**src/verilog/bpsr_pkg.sv**
```systemverilog
/*
  Constants shared by the buck-pair set-point register bank: register
  offsets, field positions, reset values and mode codes.
  Assumes an 8-bit register address and 8-bit register data.
*/
package bpsr_pkg;

  // ----------------------------------------------------------------
  // register offsets
  // ----------------------------------------------------------------
  localparam logic [7:0] BPSR_OFF_A_NORMAL = 8'h3C;
  localparam logic [7:0] BPSR_OFF_A_STANDBY = 8'h3D;
  localparam logic [7:0] BPSR_OFF_A_SLEEP = 8'h3E;
  localparam logic [7:0] BPSR_OFF_A_MODE = 8'h3F;
  localparam logic [7:0] BPSR_OFF_A_CONFIG = 8'h40;
  localparam logic [7:0] BPSR_OFF_B_NORMAL = 8'h43;
  localparam logic [7:0] BPSR_OFF_B_STANDBY = 8'h44;
  localparam logic [7:0] BPSR_OFF_B_SLEEP = 8'h45;
  localparam logic [7:0] BPSR_OFF_B_MODE = 8'h46;
  localparam logic [7:0] BPSR_OFF_B_CONFIG = 8'h47;
  // distance from an output-a register to its output-b twin
  localparam logic [7:0] BPSR_B_STRIDE = 8'h07;

  // ----------------------------------------------------------------
  // field layout
  // ----------------------------------------------------------------
  localparam int BPSR_CODE_MSB = 5;
  localparam int BPSR_RANGE_BIT = 6;
  localparam logic [7:0] BPSR_CODE_MASK = 8'h3F;
  localparam logic [7:0] BPSR_MODE_MASK = 8'h2F;
  localparam logic [7:0] BPSR_CONFIG_MASK = 8'hFF;

  // ----------------------------------------------------------------
  // reset values
  // ----------------------------------------------------------------
  localparam logic [5:0] BPSR_CODE_RESET = 6'h00;
  localparam logic [7:0] BPSR_MODE_RESET = 8'h00;
  localparam logic [7:0] BPSR_CONFIG_RESET = 8'h00;
  localparam logic BPSR_RANGE_RESET = 1'h0;
  localparam logic [7:0] BPSR_READ_UNMAPPED = 8'h00;

  // ----------------------------------------------------------------
  // power modes that pick the active set point
  // ----------------------------------------------------------------
  localparam logic [1:0] BPSR_PMODE_NORMAL = 2'h0;
  localparam logic [1:0] BPSR_PMODE_STANDBY = 2'h1;
  localparam logic [1:0] BPSR_PMODE_SLEEP = 2'h2;

endpackage

```
**src/verilog/bpsr_setpoint_set.sv**
```systemverilog
/*
  One output's three set-point registers (normal, standby, sleep) plus
  the range bit shared by all three, and the selection of the active code.
  Assumes write strobes come from the bank's address decode on clk_sys.
*/
`timescale 1ns/1ps
module bpsr_setpoint_set
  import bpsr_pkg::*;
(
  input wire logic clk_sys,
  input wire logic rst,
  input wire logic [2:0] wr_sel,
  input wire logic [7:0] wr_data,
  input wire logic range_load,
  input wire logic range_value,
  input wire logic [1:0] power_mode,
  output logic [7:0] normal_q,
  output logic [7:0] standby_q,
  output logic [7:0] sleep_q,
  output logic [6:0] active_setpoint
);

  logic [5:0] code_reg [0:2];
  logic range_reg;
  logic [5:0] active_code;

  // ----------------------------------------------------------------
  // writable codes, one per power mode
  // ----------------------------------------------------------------
  genvar i;
  generate
    for (i = 0; i < 3; i++) begin : g_code
      always_ff @(posedge clk_sys) begin
        if (rst) begin
          code_reg[i] <= BPSR_CODE_RESET;
        end else if (wr_sel[i]) begin
          code_reg[i] <= wr_data[BPSR_CODE_MSB:0];
        end
      end
    end
  endgenerate

  // range bit is never touched by bus writes; only the configuration
  // load sets it, and standby/sleep reuse the same flop so they inherit it
  always_ff @(posedge clk_sys) begin
    if (rst) begin
      range_reg <= BPSR_RANGE_RESET;
    end else if (range_load) begin
      range_reg <= range_value;
    end
  end

  assign normal_q = {1'b0, range_reg, code_reg[0]};
  assign standby_q = {1'b0, range_reg, code_reg[1]};
  assign sleep_q = {1'b0, range_reg, code_reg[2]};

  // ----------------------------------------------------------------
  // active set point for the regulator
  // ----------------------------------------------------------------
  assign active_code = (power_mode == BPSR_PMODE_STANDBY) ? code_reg[1] :
                       (power_mode == BPSR_PMODE_SLEEP) ? code_reg[2] :
                       code_reg[0];
  // range 0: 0.40 V + 25 mV steps, range 1: 0.80 V + 50 mV steps
  assign active_setpoint = {range_reg, active_code};

endmodule // bpsr_setpoint_set

```
**src/verilog/bpsr_bank.sv**
```systemverilog
/*
  Register bank for a dual buck regulator pair: set points per power
  mode, switching mode and configuration registers for each output.
  Assumes a simple synchronous register port from the serial control
  bus decoder on clk_sys, and a one-cycle configuration load strobe.
*/
`timescale 1ns/1ps
module bpsr_bank
  import bpsr_pkg::*;
(
  input wire logic clk_sys,
  input wire logic rst,
  input wire logic reg_wr,
  input wire logic reg_rd,
  input wire logic [7:0] reg_addr,
  input wire logic [7:0] reg_wdata,
  output logic [7:0] reg_rdata,
  output logic reg_rvalid,
  input wire logic trial_config_load,
  input wire logic cfg_range_a,
  input wire logic cfg_range_b,
  input wire logic single_phase,
  input wire logic [1:0] power_mode,
  output logic [6:0] buck_out_a_setpoint,
  output logic [6:0] buck_out_b_setpoint,
  output logic [7:0] out_a_switch_mode,
  output logic [7:0] out_a_config,
  output logic [7:0] out_b_switch_mode,
  output logic [7:0] out_b_config
);

  // ----------------------------------------------------------------
  // address decode
  // ----------------------------------------------------------------
  function automatic logic [4:0] bpsr_decode(input logic [7:0] addr, input logic [7:0] base);
    logic [4:0] hit;
    hit = 5'h00;
    if (addr == base) hit[0] = 1'b1;
    if (addr == base + 8'h01) hit[1] = 1'b1;
    if (addr == base + 8'h02) hit[2] = 1'b1;
    if (addr == base + 8'h03) hit[3] = 1'b1;
    if (addr == base + 8'h04) hit[4] = 1'b1;
    return hit;
  endfunction

  wire [4:0] hit_a = bpsr_decode(reg_addr, BPSR_OFF_A_NORMAL);
  wire [4:0] hit_b = bpsr_decode(reg_addr, BPSR_OFF_A_NORMAL + BPSR_B_STRIDE);
  wire [4:0] wr_a = hit_a & {5{reg_wr}};
  wire [4:0] wr_b = hit_b & {5{reg_wr}};

  logic [7:0] mode_a_reg;
  logic [7:0] conf_a_reg;
  logic [7:0] mode_b_reg;
  logic [7:0] conf_b_reg;
  logic [7:0] rdata_reg;
  logic [7:0] rdata_next;
  logic rvalid_reg;
  logic [7:0] a_norm_q;
  logic [7:0] a_stby_q;
  logic [7:0] a_slp_q;
  logic [7:0] b_norm_q;
  logic [7:0] b_stby_q;
  logic [7:0] b_slp_q;
  logic [6:0] a_active;
  logic [6:0] b_active;

  // ----------------------------------------------------------------
  // set-point registers
  // ----------------------------------------------------------------
  bpsr_setpoint_set u_set_a (
    .clk_sys(clk_sys),
    .rst(rst),
    .wr_sel(wr_a[2:0]),
    .wr_data(reg_wdata),
    .range_load(trial_config_load),
    .range_value(cfg_range_a),
    .power_mode(power_mode),
    .normal_q(a_norm_q),
    .standby_q(a_stby_q),
    .sleep_q(a_slp_q),
    .active_setpoint(a_active)
  );

  bpsr_setpoint_set u_set_b (
    .clk_sys(clk_sys),
    .rst(rst),
    .wr_sel(wr_b[2:0]),
    .wr_data(reg_wdata),
    .range_load(trial_config_load),
    .range_value(cfg_range_b),
    .power_mode(power_mode),
    .normal_q(b_norm_q),
    .standby_q(b_stby_q),
    .sleep_q(b_slp_q),
    .active_setpoint(b_active)
  );

  assign buck_out_a_setpoint = a_active;
  // combined output follows output a; b's own codes are kept but unused
  assign buck_out_b_setpoint = single_phase ? a_active : b_active;

  // ----------------------------------------------------------------
  // mode and configuration registers
  // ----------------------------------------------------------------
  always_ff @(posedge clk_sys) begin
    if (rst) begin
      mode_a_reg <= BPSR_MODE_RESET;
      conf_a_reg <= BPSR_CONFIG_RESET;
      mode_b_reg <= BPSR_MODE_RESET;
      conf_b_reg <= BPSR_CONFIG_RESET;
    end else begin
      if (wr_a[3]) mode_a_reg <= reg_wdata & BPSR_MODE_MASK;
      if (wr_a[4]) conf_a_reg <= reg_wdata & BPSR_CONFIG_MASK;
      if (wr_b[3]) mode_b_reg <= reg_wdata & BPSR_MODE_MASK;
      if (wr_b[4]) conf_b_reg <= reg_wdata & BPSR_CONFIG_MASK;
    end
  end

  assign out_a_switch_mode = mode_a_reg;
  assign out_a_config = conf_a_reg;
  assign out_b_switch_mode = mode_b_reg;
  assign out_b_config = conf_b_reg;

  // ----------------------------------------------------------------
  // read path, one cycle latency; unmapped addresses read zero
  // ----------------------------------------------------------------
  assign rdata_next = hit_a[0] ? a_norm_q :
                      hit_a[1] ? a_stby_q :
                      hit_a[2] ? a_slp_q :
                      hit_a[3] ? mode_a_reg :
                      hit_a[4] ? conf_a_reg :
                      hit_b[0] ? b_norm_q :
                      hit_b[1] ? b_stby_q :
                      hit_b[2] ? b_slp_q :
                      hit_b[3] ? mode_b_reg :
                      hit_b[4] ? conf_b_reg :
                      BPSR_READ_UNMAPPED;

  always_ff @(posedge clk_sys) begin
    if (rst) begin
      rdata_reg <= BPSR_READ_UNMAPPED;
      rvalid_reg <= 1'b0;
    end else begin
      rvalid_reg <= reg_rd;
      if (reg_rd) rdata_reg <= rdata_next;
    end
  end

  assign reg_rdata = rdata_reg;
  assign reg_rvalid = rvalid_reg;

endmodule // bpsr_bank

```
**config.mk**
```make
export PLATFORM = sky130hd
export DESIGN_NAME = bpsr_bank
export DESIGN_NICKNAME = d
export VERILOG_FILES = /design/src/verilog/bpsr_pkg.sv /design/src/verilog/bpsr_setpoint_set.sv /design/src/verilog/bpsr_bank.sv
export SDC_FILE = /design/constraint.sdc
export NUM_CORES = 1
export LEC_CHECK = 0
export ABC_AREA = 1
export CELL_PAD_IN_SITES_DETAIL_PLACEMENT = 1
export CELL_PAD_IN_SITES_GLOBAL_PLACEMENT = 2
export CORE_ASPECT_RATIO = 0.9
export CORE_MARGIN = 1
export CORE_UTILIZATION = 38
export DETAILED_ROUTE_END_ITERATION = 10
export DONT_BUFFER_PORTS = 1
export PLACE_DENSITY_LB_ADDON = 0.2
export SKIP_CTS_REPAIR_TIMING = 1
export SLEW_MARGIN = 20
export SYNTH_ARGS = -nofsm -noshare
export SYNTH_HDL_FRONTEND = slang
export SYNTH_SLANG_ARGS = --single-unit
```
**constraint.sdc**
```tcl
create_clock -name clk_sys -period 6.5 [get_ports clk_sys]
set_input_delay 1.625 -clock clk_sys [delete_from_list [all_inputs] [get_ports clk_sys]]
set_output_delay 1.625 -clock clk_sys [all_outputs]
set_load 0.01 [all_outputs]
```
Yosys cells after proc, flatten, opt, wreduce, memory -nomap -nowiden

Memories as Yosys holds them, arrays and structs flattened.
Cells that the tools add are included.
W data, S select, Z words.

Memory bits (writable): 36
Output and inout bits: 55
Logic and storage cells: 81
Input port bits: 26
Memories: 2
Bits in registers: 37

Muxes and demuxes: 51
Equality and inequality tests: 12
Bitwise gates (word level): 8

Memory list:

| memory           | words | bits a word | read ports | clocked after memory_dff | wr ports | RTL line                | source |
|---|---|---|---|---|---|---|---|
| u_set_a.code_reg | 3     | 6           | 3          | 0                        | 3        | bpsr_setpoint_set.sv:23 | `logic [5:0] code_reg [0:2];` |
| u_set_b.code_reg | 3     | 6           | 3          | 0                        | 3        | bpsr_setpoint_set.sv:23 |  |

Operators by type and width:

| kind                 | number |
|---|---|
| $mux W8              | 10 |
| $mux W6              | 10 |
| $eq A8 B7 Y1 const B | 6 |
| $eq A8 B6 Y1 const B | 4 |
| $mux W1              | 30 |
| $and A5 B5 Y5        | 2 |
| $mux W7              | 1 |
| $or A1 B1 Y1         | 6 |
| $eq A2 B1 Y1 const B | 1 |
| $eq A2 B2 Y1 const B | 1 |

Longest topological paths before layout

Gate-level depths: netlist of run 1.

Word-level depth: 12
Gate-level depth with buffers: 12
Gate-level depth less buffers: 11

Cells and area by module

From an unflattened synthesis of run 1, not the netlist that was laid out.

Cell total of the unflattened synthesis: 579
Area, all modules: 4305.4 um2

Modules (own cells, without submodules):

| module            | sequential area each (um2) | area an instance (um2) | times used | cells each |
|---|---|---|---|---|
| bpsr_bank         | 700.7                      | 2351.0                 | 1          | 361 |
| bpsr_setpoint_set | 560.5                      | 977.2                  | 2          | 109 |

Worst setup path after synthesis of run 1

No wires, ideal clock.

Path kind: in2out
From: input port power_mode[0]
To: output port buck_out_b_setpoint[3]
Buffers on the path: 0
Slack: 2.137 ns
Arrival: 2.738 ns
Stages on the path: 8
Required time: 4.875 ns
Cell sequence: inv_1 -> nand2_1 -> clkinv_1 -> nor2_4 -> nand2_1 -> nand3_1 -> nor2_1 -> a41oi_1

Word-level cells in the longest chain between the ends: 4
Elaborated cells between the ends (all ways): 7
Classes of those cells: eq/ne: 2; mux: 5

Ends and longest elaborated chain:

| item                       | RTL line                | source |
|---|---|---|
| start, declared            | bpsr_bank.sv:23         | `input wire logic [1:0] power_mode,` |
| $eq A2 B2 Y1               | bpsr_setpoint_set.sv:61 | `(power_mode == BPSR_PMODE_SLEEP) ? code_reg[2] :` |
| $mux W6                    | bpsr_setpoint_set.sv:61 |  |
| $mux W6 *                  | bpsr_setpoint_set.sv:60 | `assign active_code = (power_mode == BPSR_PMODE_STANDBY) ? code_reg[1] :` |
| via buck_out_a_setpoint[3] | bpsr_bank.sv:24         | `output logic [6:0] buck_out_a_setpoint,` |
| $mux W7 *                  | bpsr_bank.sv:100        | `assign buck_out_b_setpoint = single_phase ? a_active : b_active;` |
| end, declared              | bpsr_bank.sv:25         | `output logic [6:0] buck_out_b_setpoint,` |

Mark *: on every way through the listed nets, which the timed path passes. The rest lies on a longest branch.

Final worst setup path of run 1

Ends and elaborated chain as after synthesis.

==> results of run 1 <==
per-layer routing:
layer  up-vias  global-route usage [%]  wire length [µm]
li1       1580                       -                 -
met1      1528                    34.4              5700
met4         0                    8.80               225
met3        19                    4.87               844
met2       114                    40.2              5350
met5         -                       0                 0
through the flow:
stage	power [W]	hold WS, ns
after detailed placement	0.000586	0.504
after global routing	0.00103	0.540
after floorplan	0.000566	0.479
final	0.00101	0.509
after CTS	0.00101	0.517
after global placement	0.000585	0.499
worst max-delay path: cells and delay by family:
kind                   cells  cell delay [ns]
and+or+nand+nor            5             0.74
AOI/OAI and AO/OA          1             0.28
buffers and inverters      2             0.35
power groups by stage:
stage / Combinational, W / Clock [W] / Sequential (W)
3_3_place_gp: 0.0000645 / 0 / 0.000520
6_report: 0.0000661 / 0.000430 / 0.000510
3_5_place_dp: 0.0000660 / 0 / 0.000520
4_1_cts: 0.0000664 / 0.000430 / 0.000510
5_1_grt: 0.0000740 / 0.000447 / 0.000511
2_1_floorplan: 0.0000550 / 0 / 0.000512
how the worst max path moves through the flow:
stage                        endpoint  cells after the start  slack [ns]          start
4_1_cts        buck_out_b_setpoint[3]                      8        1.88  power_mode[0]
3_5_place_dp   buck_out_b_setpoint[3]                      8        1.88  power_mode[0]
6_report       buck_out_b_setpoint[3]                      8        1.88  power_mode[0]
5_1_grt        buck_out_b_setpoint[3]                      8        1.73  power_mode[0]
2_1_floorplan  buck_out_b_setpoint[3]                      8        2.14  power_mode[0]
3_3_place_gp   buck_out_b_setpoint[3]                      8        1.93  power_mode[0]
area by class of cell:
cell class | instances | area [µm²]
clock buffers | 14 | 210
clock inverters | 2 | 38.8
fillers | 1162 | 5250
inverters | 69 | 259
multi-input cells | 329 | 1550
flip-flops and latches | 73 | 1820
well taps | 122 | 153
repair buffers | 1 | 7.51
layout by cell type, fill, tap and decap left out, types with 2 or more instances in the layout:
master      n
a21oi_1    41
a221oi_1    2
a31oi_1     2
clkbuf_16   3
clkbuf_8    9
clkinv_1    3
conb_1      6
dfxtp_1    37
edfxtp_1   36
inv_1      64
inv_2       2
nand2_1    93
nand2_2     3
nand3_1    29
nand3_2     2
nand4_1    12
nor2_1     65
nor2_2      6
nor2_4      7
o21ai_0    46
o21ai_1     8
o31ai_1     2
kinds of logic (layout without fill, tap and decap cells):
kind of cell           after synthesis  count (layout)  share of synthesized area (%)
buffers and inverters               88              86                           9.90
AOI/OAI and AO/OA                  104             104                           14.6
and+or+nand+nor                    219             219                           26.4
other                                1               6                          0.101
DFF                                 73              73                           49.0
==> results.md, run 1 <==
- Status: finished, final reports clean
- Max_cap viols: 0
- Worst setup margin: 1.88 ns
- Antenna diodes: 0
- Worst-path cell chain: inv_1 -> nand2_1 -> clkinv_1 -> nor2_4 -> nand2_1 -> nand3_1 -> nor2_1 -> a41oi_1
- Layout Skew: 0.0105 ns
- Kind of critical path: in2out
- Clock share of power: 42.7%
- Layout cells sized above 1: 7.58%
- Pre-CTS setup slack: 1.88 ns
- Final wirelength: 12.1 mm
- Hold Crit Endpoint: reg_rdata[2]$_SDFFE_PP0P_
- Post-Syn Area per Cell: 7.66 µm²
- Final Wtd Congestion: 0.838
- Fmax: 216 MHz
- H-tree levels: 3
- Sw power: 0.000243 W
- Grt ovf: 0
- Peak VDD IR: 0.0812 mV
- WL per Instance: 19.9 µm
- Initial Util: 40.0%
- Post-synth top flop: dfxtp_1
- Slowest stage delay, CP: 0.31 ns
- Critical Path RT: 4.88 ns
- # IOs: 81
- Critical Path Sink Type: output pin
- Most frequent cells after synthesis: nand2_1 (93), nor2_1 (65), inv_1 (64)
- Cells after DPL: 594
- Hold path startpoint: reg_rdata[2]$_SDFFE_PP0P_
- DR vias/cell: 5.31
- Number of global-route vias before repair: 3,268
- TritonCTS clock tree: built
- Area fraction of the dominant cell type after synthesis: 29.1%
- Cell area after synthesis: 3720 µm²
- Design Area, Final: 4040 µm²
- Clk sinks: 73
- CP Launch Type: input port
- CTS Buffer Depth: 2
- Clock transition at the registers of the reported paths: 0.08 ns
- Crit path time final: 4.62 ns
- DRT iter0 DRCs: 195
- Top-count cell post-synth: nand2_1
- Worst Path Arrival: 3.00 ns
- Area Growth Syn to Fin: 8.58%
- Most frequent CP cell: nand2_1
- Worst hold path stage count: 2
- Die X: 106 µm
- Syn Inst Count: 485
- Top cells by area, synth: edfxtp_1 (29%), dfxtp_1 (20%), nand2_1 (9.4%), nor2_1 (6.6%), inv_1 (6.5%)
- Die H: 95.8 µm
- R2r worst-path depth: 8
- Vias: 3,241
- RSZ-0062 raised after global routing: false
- Final core utilization: 43.4%
- Seq pwr share: 50.7%
- Fin crit share: 71.2%
- Pleak: 1.58 nW
- Seq/Total Area, Yosys: 49.0%
- Slew Limit Fails: 0
- CTS root buffer: clkbuf_8
- Cell taking the most area after synthesis: edfxtp_1
- EDFF count, synth: 36
- Combinational Power Share: 6.6%
- Die area: 10,200 µm²
- Post-route ant nets: 0
- Asr flop ratio synth: 0%
- Yosys reg bits: 73
- Fin. Hold Viols: 0
- Fin cells: 610
- # rows: 33
- Distinct cells, synth: 28
- Power Density: 249 nW/µm²
- Yosys warnings: 0
- Final setup viols: 0
- Tot GR Track Use: 25.2%
- TritonCTS Buffers: 9
- Clk_lat worst skew: 0.36 ns
- Slowest stage cell, crit path: clkinv_1
- Reg2reg end: reg_rdata[3]$_SDFFE_PP0P_
- Final setup TNS: 0 ns
- DRC viols: 0
- Pre-Repair DR Iteration Count: 5
- Hold crit path type: reg2reg
- Crit-path max FO: 10
- Core Area: 9290 µm²
- Antenna violations before repair: 0
- Placed cell areas: 3790 µm²
- Global-route wire length before repair: 18.6 mm
- DPL Wire Length: 9.27 mm
- Fin nets: 509
- Setup slack, reg-to-reg: 5.16 ns
- Worst slew pin tran: 0.834 ns
- Int Pwr: 0.000763 W
- Switching share of total power: 24.1%
- Port Buffers: 0
- Slew headroom: 43.8%
- Worst reg2reg path startpoint: u_set_b.code_reg[2][3]$_SDFFCE_PN0P_
- Largest net degree at the start of global routing: 42
No activity file was read; power rests on OpenSTA's default activity.
==> run 2: changes to the inputs <==
--- a/config.mk
+++ b/config.mk
@@ -10,7 +10,7 @@
 export CELL_PAD_IN_SITES_GLOBAL_PLACEMENT = 2
 export CORE_ASPECT_RATIO = 0.9
 export CORE_MARGIN = 1
-export CORE_UTILIZATION = 38
+export CORE_UTILIZATION = 36
 export DETAILED_ROUTE_END_ITERATION = 10
 export DONT_BUFFER_PORTS = 1
 export PLACE_DENSITY_LB_ADDON = 0.2
==> constraint.sdc (replaced) <==
create_clock -name clk_sys -period 4.5 [get_ports clk_sys]
set_input_delay 1.125 -clock clk_sys [delete_from_list [all_inputs] [get_ports clk_sys]]
set_output_delay 1.125 -clock clk_sys [all_outputs]
set_load 0.01 [all_outputs]
==> run 2 against run 1 <==
  * Non-clock buffer count stayed put
  * Register-to-register slack worse by 1.9 ns
  * Sequential share of layout area down 0.61 points
  * Core utilization fell by 2.0 points
  * Critical path depth stayed put
  * First-iteration DRC count decreased by 20%
  * Count of clock-buffer cells in the layout is 5 lower
  * Combinational power increased by 44%
  * Final area increased by 1.4%
  * Sequential power up 45%
  * Largest cell class unchanged
  * Largest power group unchanged
==> results.md, run 2 (synthesis gave the netlist of run 1 again) <==
- Fin. Hold Viols: 0 (unchanged)
- Antenna violations before repair: 0 (unchanged)
- Tot GR Track Use: 24.2% (was 25.2%)
- Register area: 1820 µm² (unchanged)
- Critical Path Sink Type: output pin (unchanged)
- Largest net degree at the start of global routing: 27 (was 42)
- Status: finished, final reports clean (unchanged)
- H-tree levels: 3 (unchanged)
- Most frequent CP cell: nand2_1 (unchanged)
- Max_cap viols: 0 (unchanged)
- Final core utilization: 41.5% (was 43.4%)
- Fin crit share: 80.6%
- Slowest stage delay, CP: 0.31 ns (about the same)
- Multi-input gate area: 1550 µm² (unchanged)
- Fmax: 276 MHz
- Worst setup endpoint: buck_out_b_setpoint[3] (unchanged)
- DRT iter0 DRCs: 156 (was 195)
- Power Density: 381 nW/µm² (was 249 nW/µm²)
- Die X: 109 µm (was 106 µm)
- # IOs: 81 (unchanged)
- Fin nets: 509 (unchanged)
- Clk sinks: 73 (unchanged)
- Worst reg2reg path startpoint: u_set_b.code_reg[2][1]$_SDFFCE_PN0P_ (was u_set_b.code_reg[2][3]$_SDFFCE_PN0P_)
- Worst Path Arrival: 2.50 ns (was 3.00 ns)
- Slew Limit Fails: 0 (unchanged)
- Kind of critical path: in2out (unchanged)
- Clock transition at the registers of the reported paths: 0.06 ns (was 0.08 ns)
- Hold crit path type: reg2reg (unchanged)
- Die area: 10,700 µm² (was 10,200 µm²)
- Post-route ant nets: 0 (unchanged)
- Final Wtd Congestion: 0.860 (was 0.838)
- Crit path time final: 3.63 ns
- Final setup viols: 0 (unchanged)
- Area Growth Syn to Fin: 10.1% (was 8.58%)
- Hold path startpoint: reg_rdata[2]$_SDFFE_PP0P_ (unchanged)
- CTS root buffer: clkbuf_16 (was clkbuf_8)
- Grt ovf: 0 (unchanged)
- Crit path launch: power_mode[0] (unchanged)
- Clk_lat worst skew: 0.33 ns (was 0.36 ns)
- TritonCTS Buffers: 9 (unchanged)
- Reg2reg end: reg_rdata[1]$_SDFFE_PP0P_ (was reg_rdata[3]$_SDFFE_PP0P_)
- Commonest non-fill, non-tap cell in the layout: nand2_1 (unchanged)
- Setup slack, reg-to-reg: 3.23 ns (was 5.16 ns)
- Global-route wire length before repair: 18.8 mm (was 18.6 mm)
- DRC viols: 0 (unchanged)
- Pre-Repair DR Iteration Count: 4 (was 5)
- WHS: 0.512 ns (was 0.509 ns)
- # rows: 34 (was 33)
- Worst slew pin tran: 0.884 ns (was 0.834 ns)
- Worst-path cell chain: inv_1 -> nand2_1 -> clkinv_1 -> nor2_4 -> nand2_1 -> nand3_1 -> nor2_1 -> a41oi_1 (unchanged)
- DPL Wire Length: 9.58 mm (was 9.27 mm)
- Die H: 98.4 µm (was 95.8 µm)
- Peak VDD IR: 0.172 mV (was 0.0812 mV)
- Port Buffers: 0 (unchanged)
- Final setup TNS: 0 ns (unchanged)
- Number of global-route vias before repair: 3,248 (was 3,268)
- DR vias/cell: 5.20 (was 5.31)
- Layout Skew: 0.00895 ns (was 0.0105 ns)
- Total power: 0.00156 W (was 0.00101 W)
- RSZ-0062 raised after global routing: false (unchanged)
- Final wirelength: 12.0 mm (was 12.1 mm)
- Vias: 3,191 (was 3,241)
- Slew headroom: 40.5% (was 43.8%)
- Commonest non-fill, non-tap cells in the layout: nand2_1 (93), nor2_1 (65), inv_1 (64), o21ai_0 (46), a21oi_1 (41) (unchanged)
- Slowest stage cell, crit path: clkinv_1 (unchanged)
- Core Area: 9870 µm² (was 9290 µm²)
- Pleak: 1.61 nW (was 1.58 nW)
- Antenna diodes: 0 (unchanged)
- Critical Path RT: 3.38 ns (was 4.88 ns)
- Crit-path max FO: 10 (unchanged)
- TritonCTS clock tree: built (unchanged)
- Initial Util: 37.7% (was 40.0%)
- CP Launch Type: input port (unchanged)
- WL per Instance: 19.6 µm (was 19.9 µm)
- R2r worst-path depth: 8 (unchanged)
- Fillcell total: 1,229 (was 1,162)
- CTS Buffer Depth: 2 (unchanged)
- Layout cells sized above 1: 7.79% (was 7.58%)
-- run 2: cell types whose count changed in the layout (fill, tap and decap cells not counted) --
cell and change:
clkbuf_16 +6, clkbuf_8 -9, inv_6 +3, clkinv_4 -1, clkinv_2 +1, clkbuf_1 -1, inv_4 +2, clkbuf_4 -1
-- run 2: worst max-delay path: cells and delay by family --
kind,cells,cell delay [ns]
buffers and inverters,2,0.34
and+or+nand+nor,5,0.74
AOI/OAI and AO/OA,1,0.28
-- run 2: cell type report --
class	count	share of cell area (%)
timing repair buffer	1	0.183
clock buffer	9	5.50
sequential	73	44.5
tap	126	3.85
inverter	69	6.33
multi-input combinational	329	37.8
clock inverter	7	1.80
-- run 2: how the worst min path moves through the flow --
stage                                        endpoint  slack, ns  depth (start not counted)
finish                      reg_rdata[2]$_SDFFE_PP0P_       0.51                          2
global route        out_b_switch_mode[0]$_SDFFE_PP0P_       0.53                          2
CTS                 out_b_switch_mode[0]$_SDFFE_PP0P_       0.51                          2
detailed placement  out_b_switch_mode[0]$_SDFFE_PP0P_       0.50                          2
global placement            reg_rdata[4]$_SDFFE_PP0P_       0.50                          2
floorplan           out_a_switch_mode[5]$_SDFFE_PP0P_       0.48                          2
-- run 2: report_power, final --
| part | internal (W) | switching [W] |
|---|---|---|
| registers | 0.000717 | 0.0000216 |
| clock network | 0.000435 | 0.000289 |
| logic | 0.0000211 | 0.0000741 |
| total | 0.00117 | 0.000384 |
-- run 2: through the flow --
stage | worst slack [ns] | instances | area (µm²)
floorplan | 1.14 | 490 | 3740
global placement | 0.924 | 598 | 3790
detailed placement | 0.855 | 598 | 3790
CTS | 0.854 | 614 | 4090
global route | 0.652 | 614 | 4090
finish | 0.874 | 614 | 4090
-- run 2: per-layer routing --
metal | share of wire, % | global-route usage, % | up-vias
li1 | - | - | 1578
met3 | 7.4 | 6.74 | 8
met1 | 48 | 34.0 | 1495
met4 | 0.73 | 5.30 | 0
met5 | 0 | 0 | -
met2 | 44 | 37.0 | 110
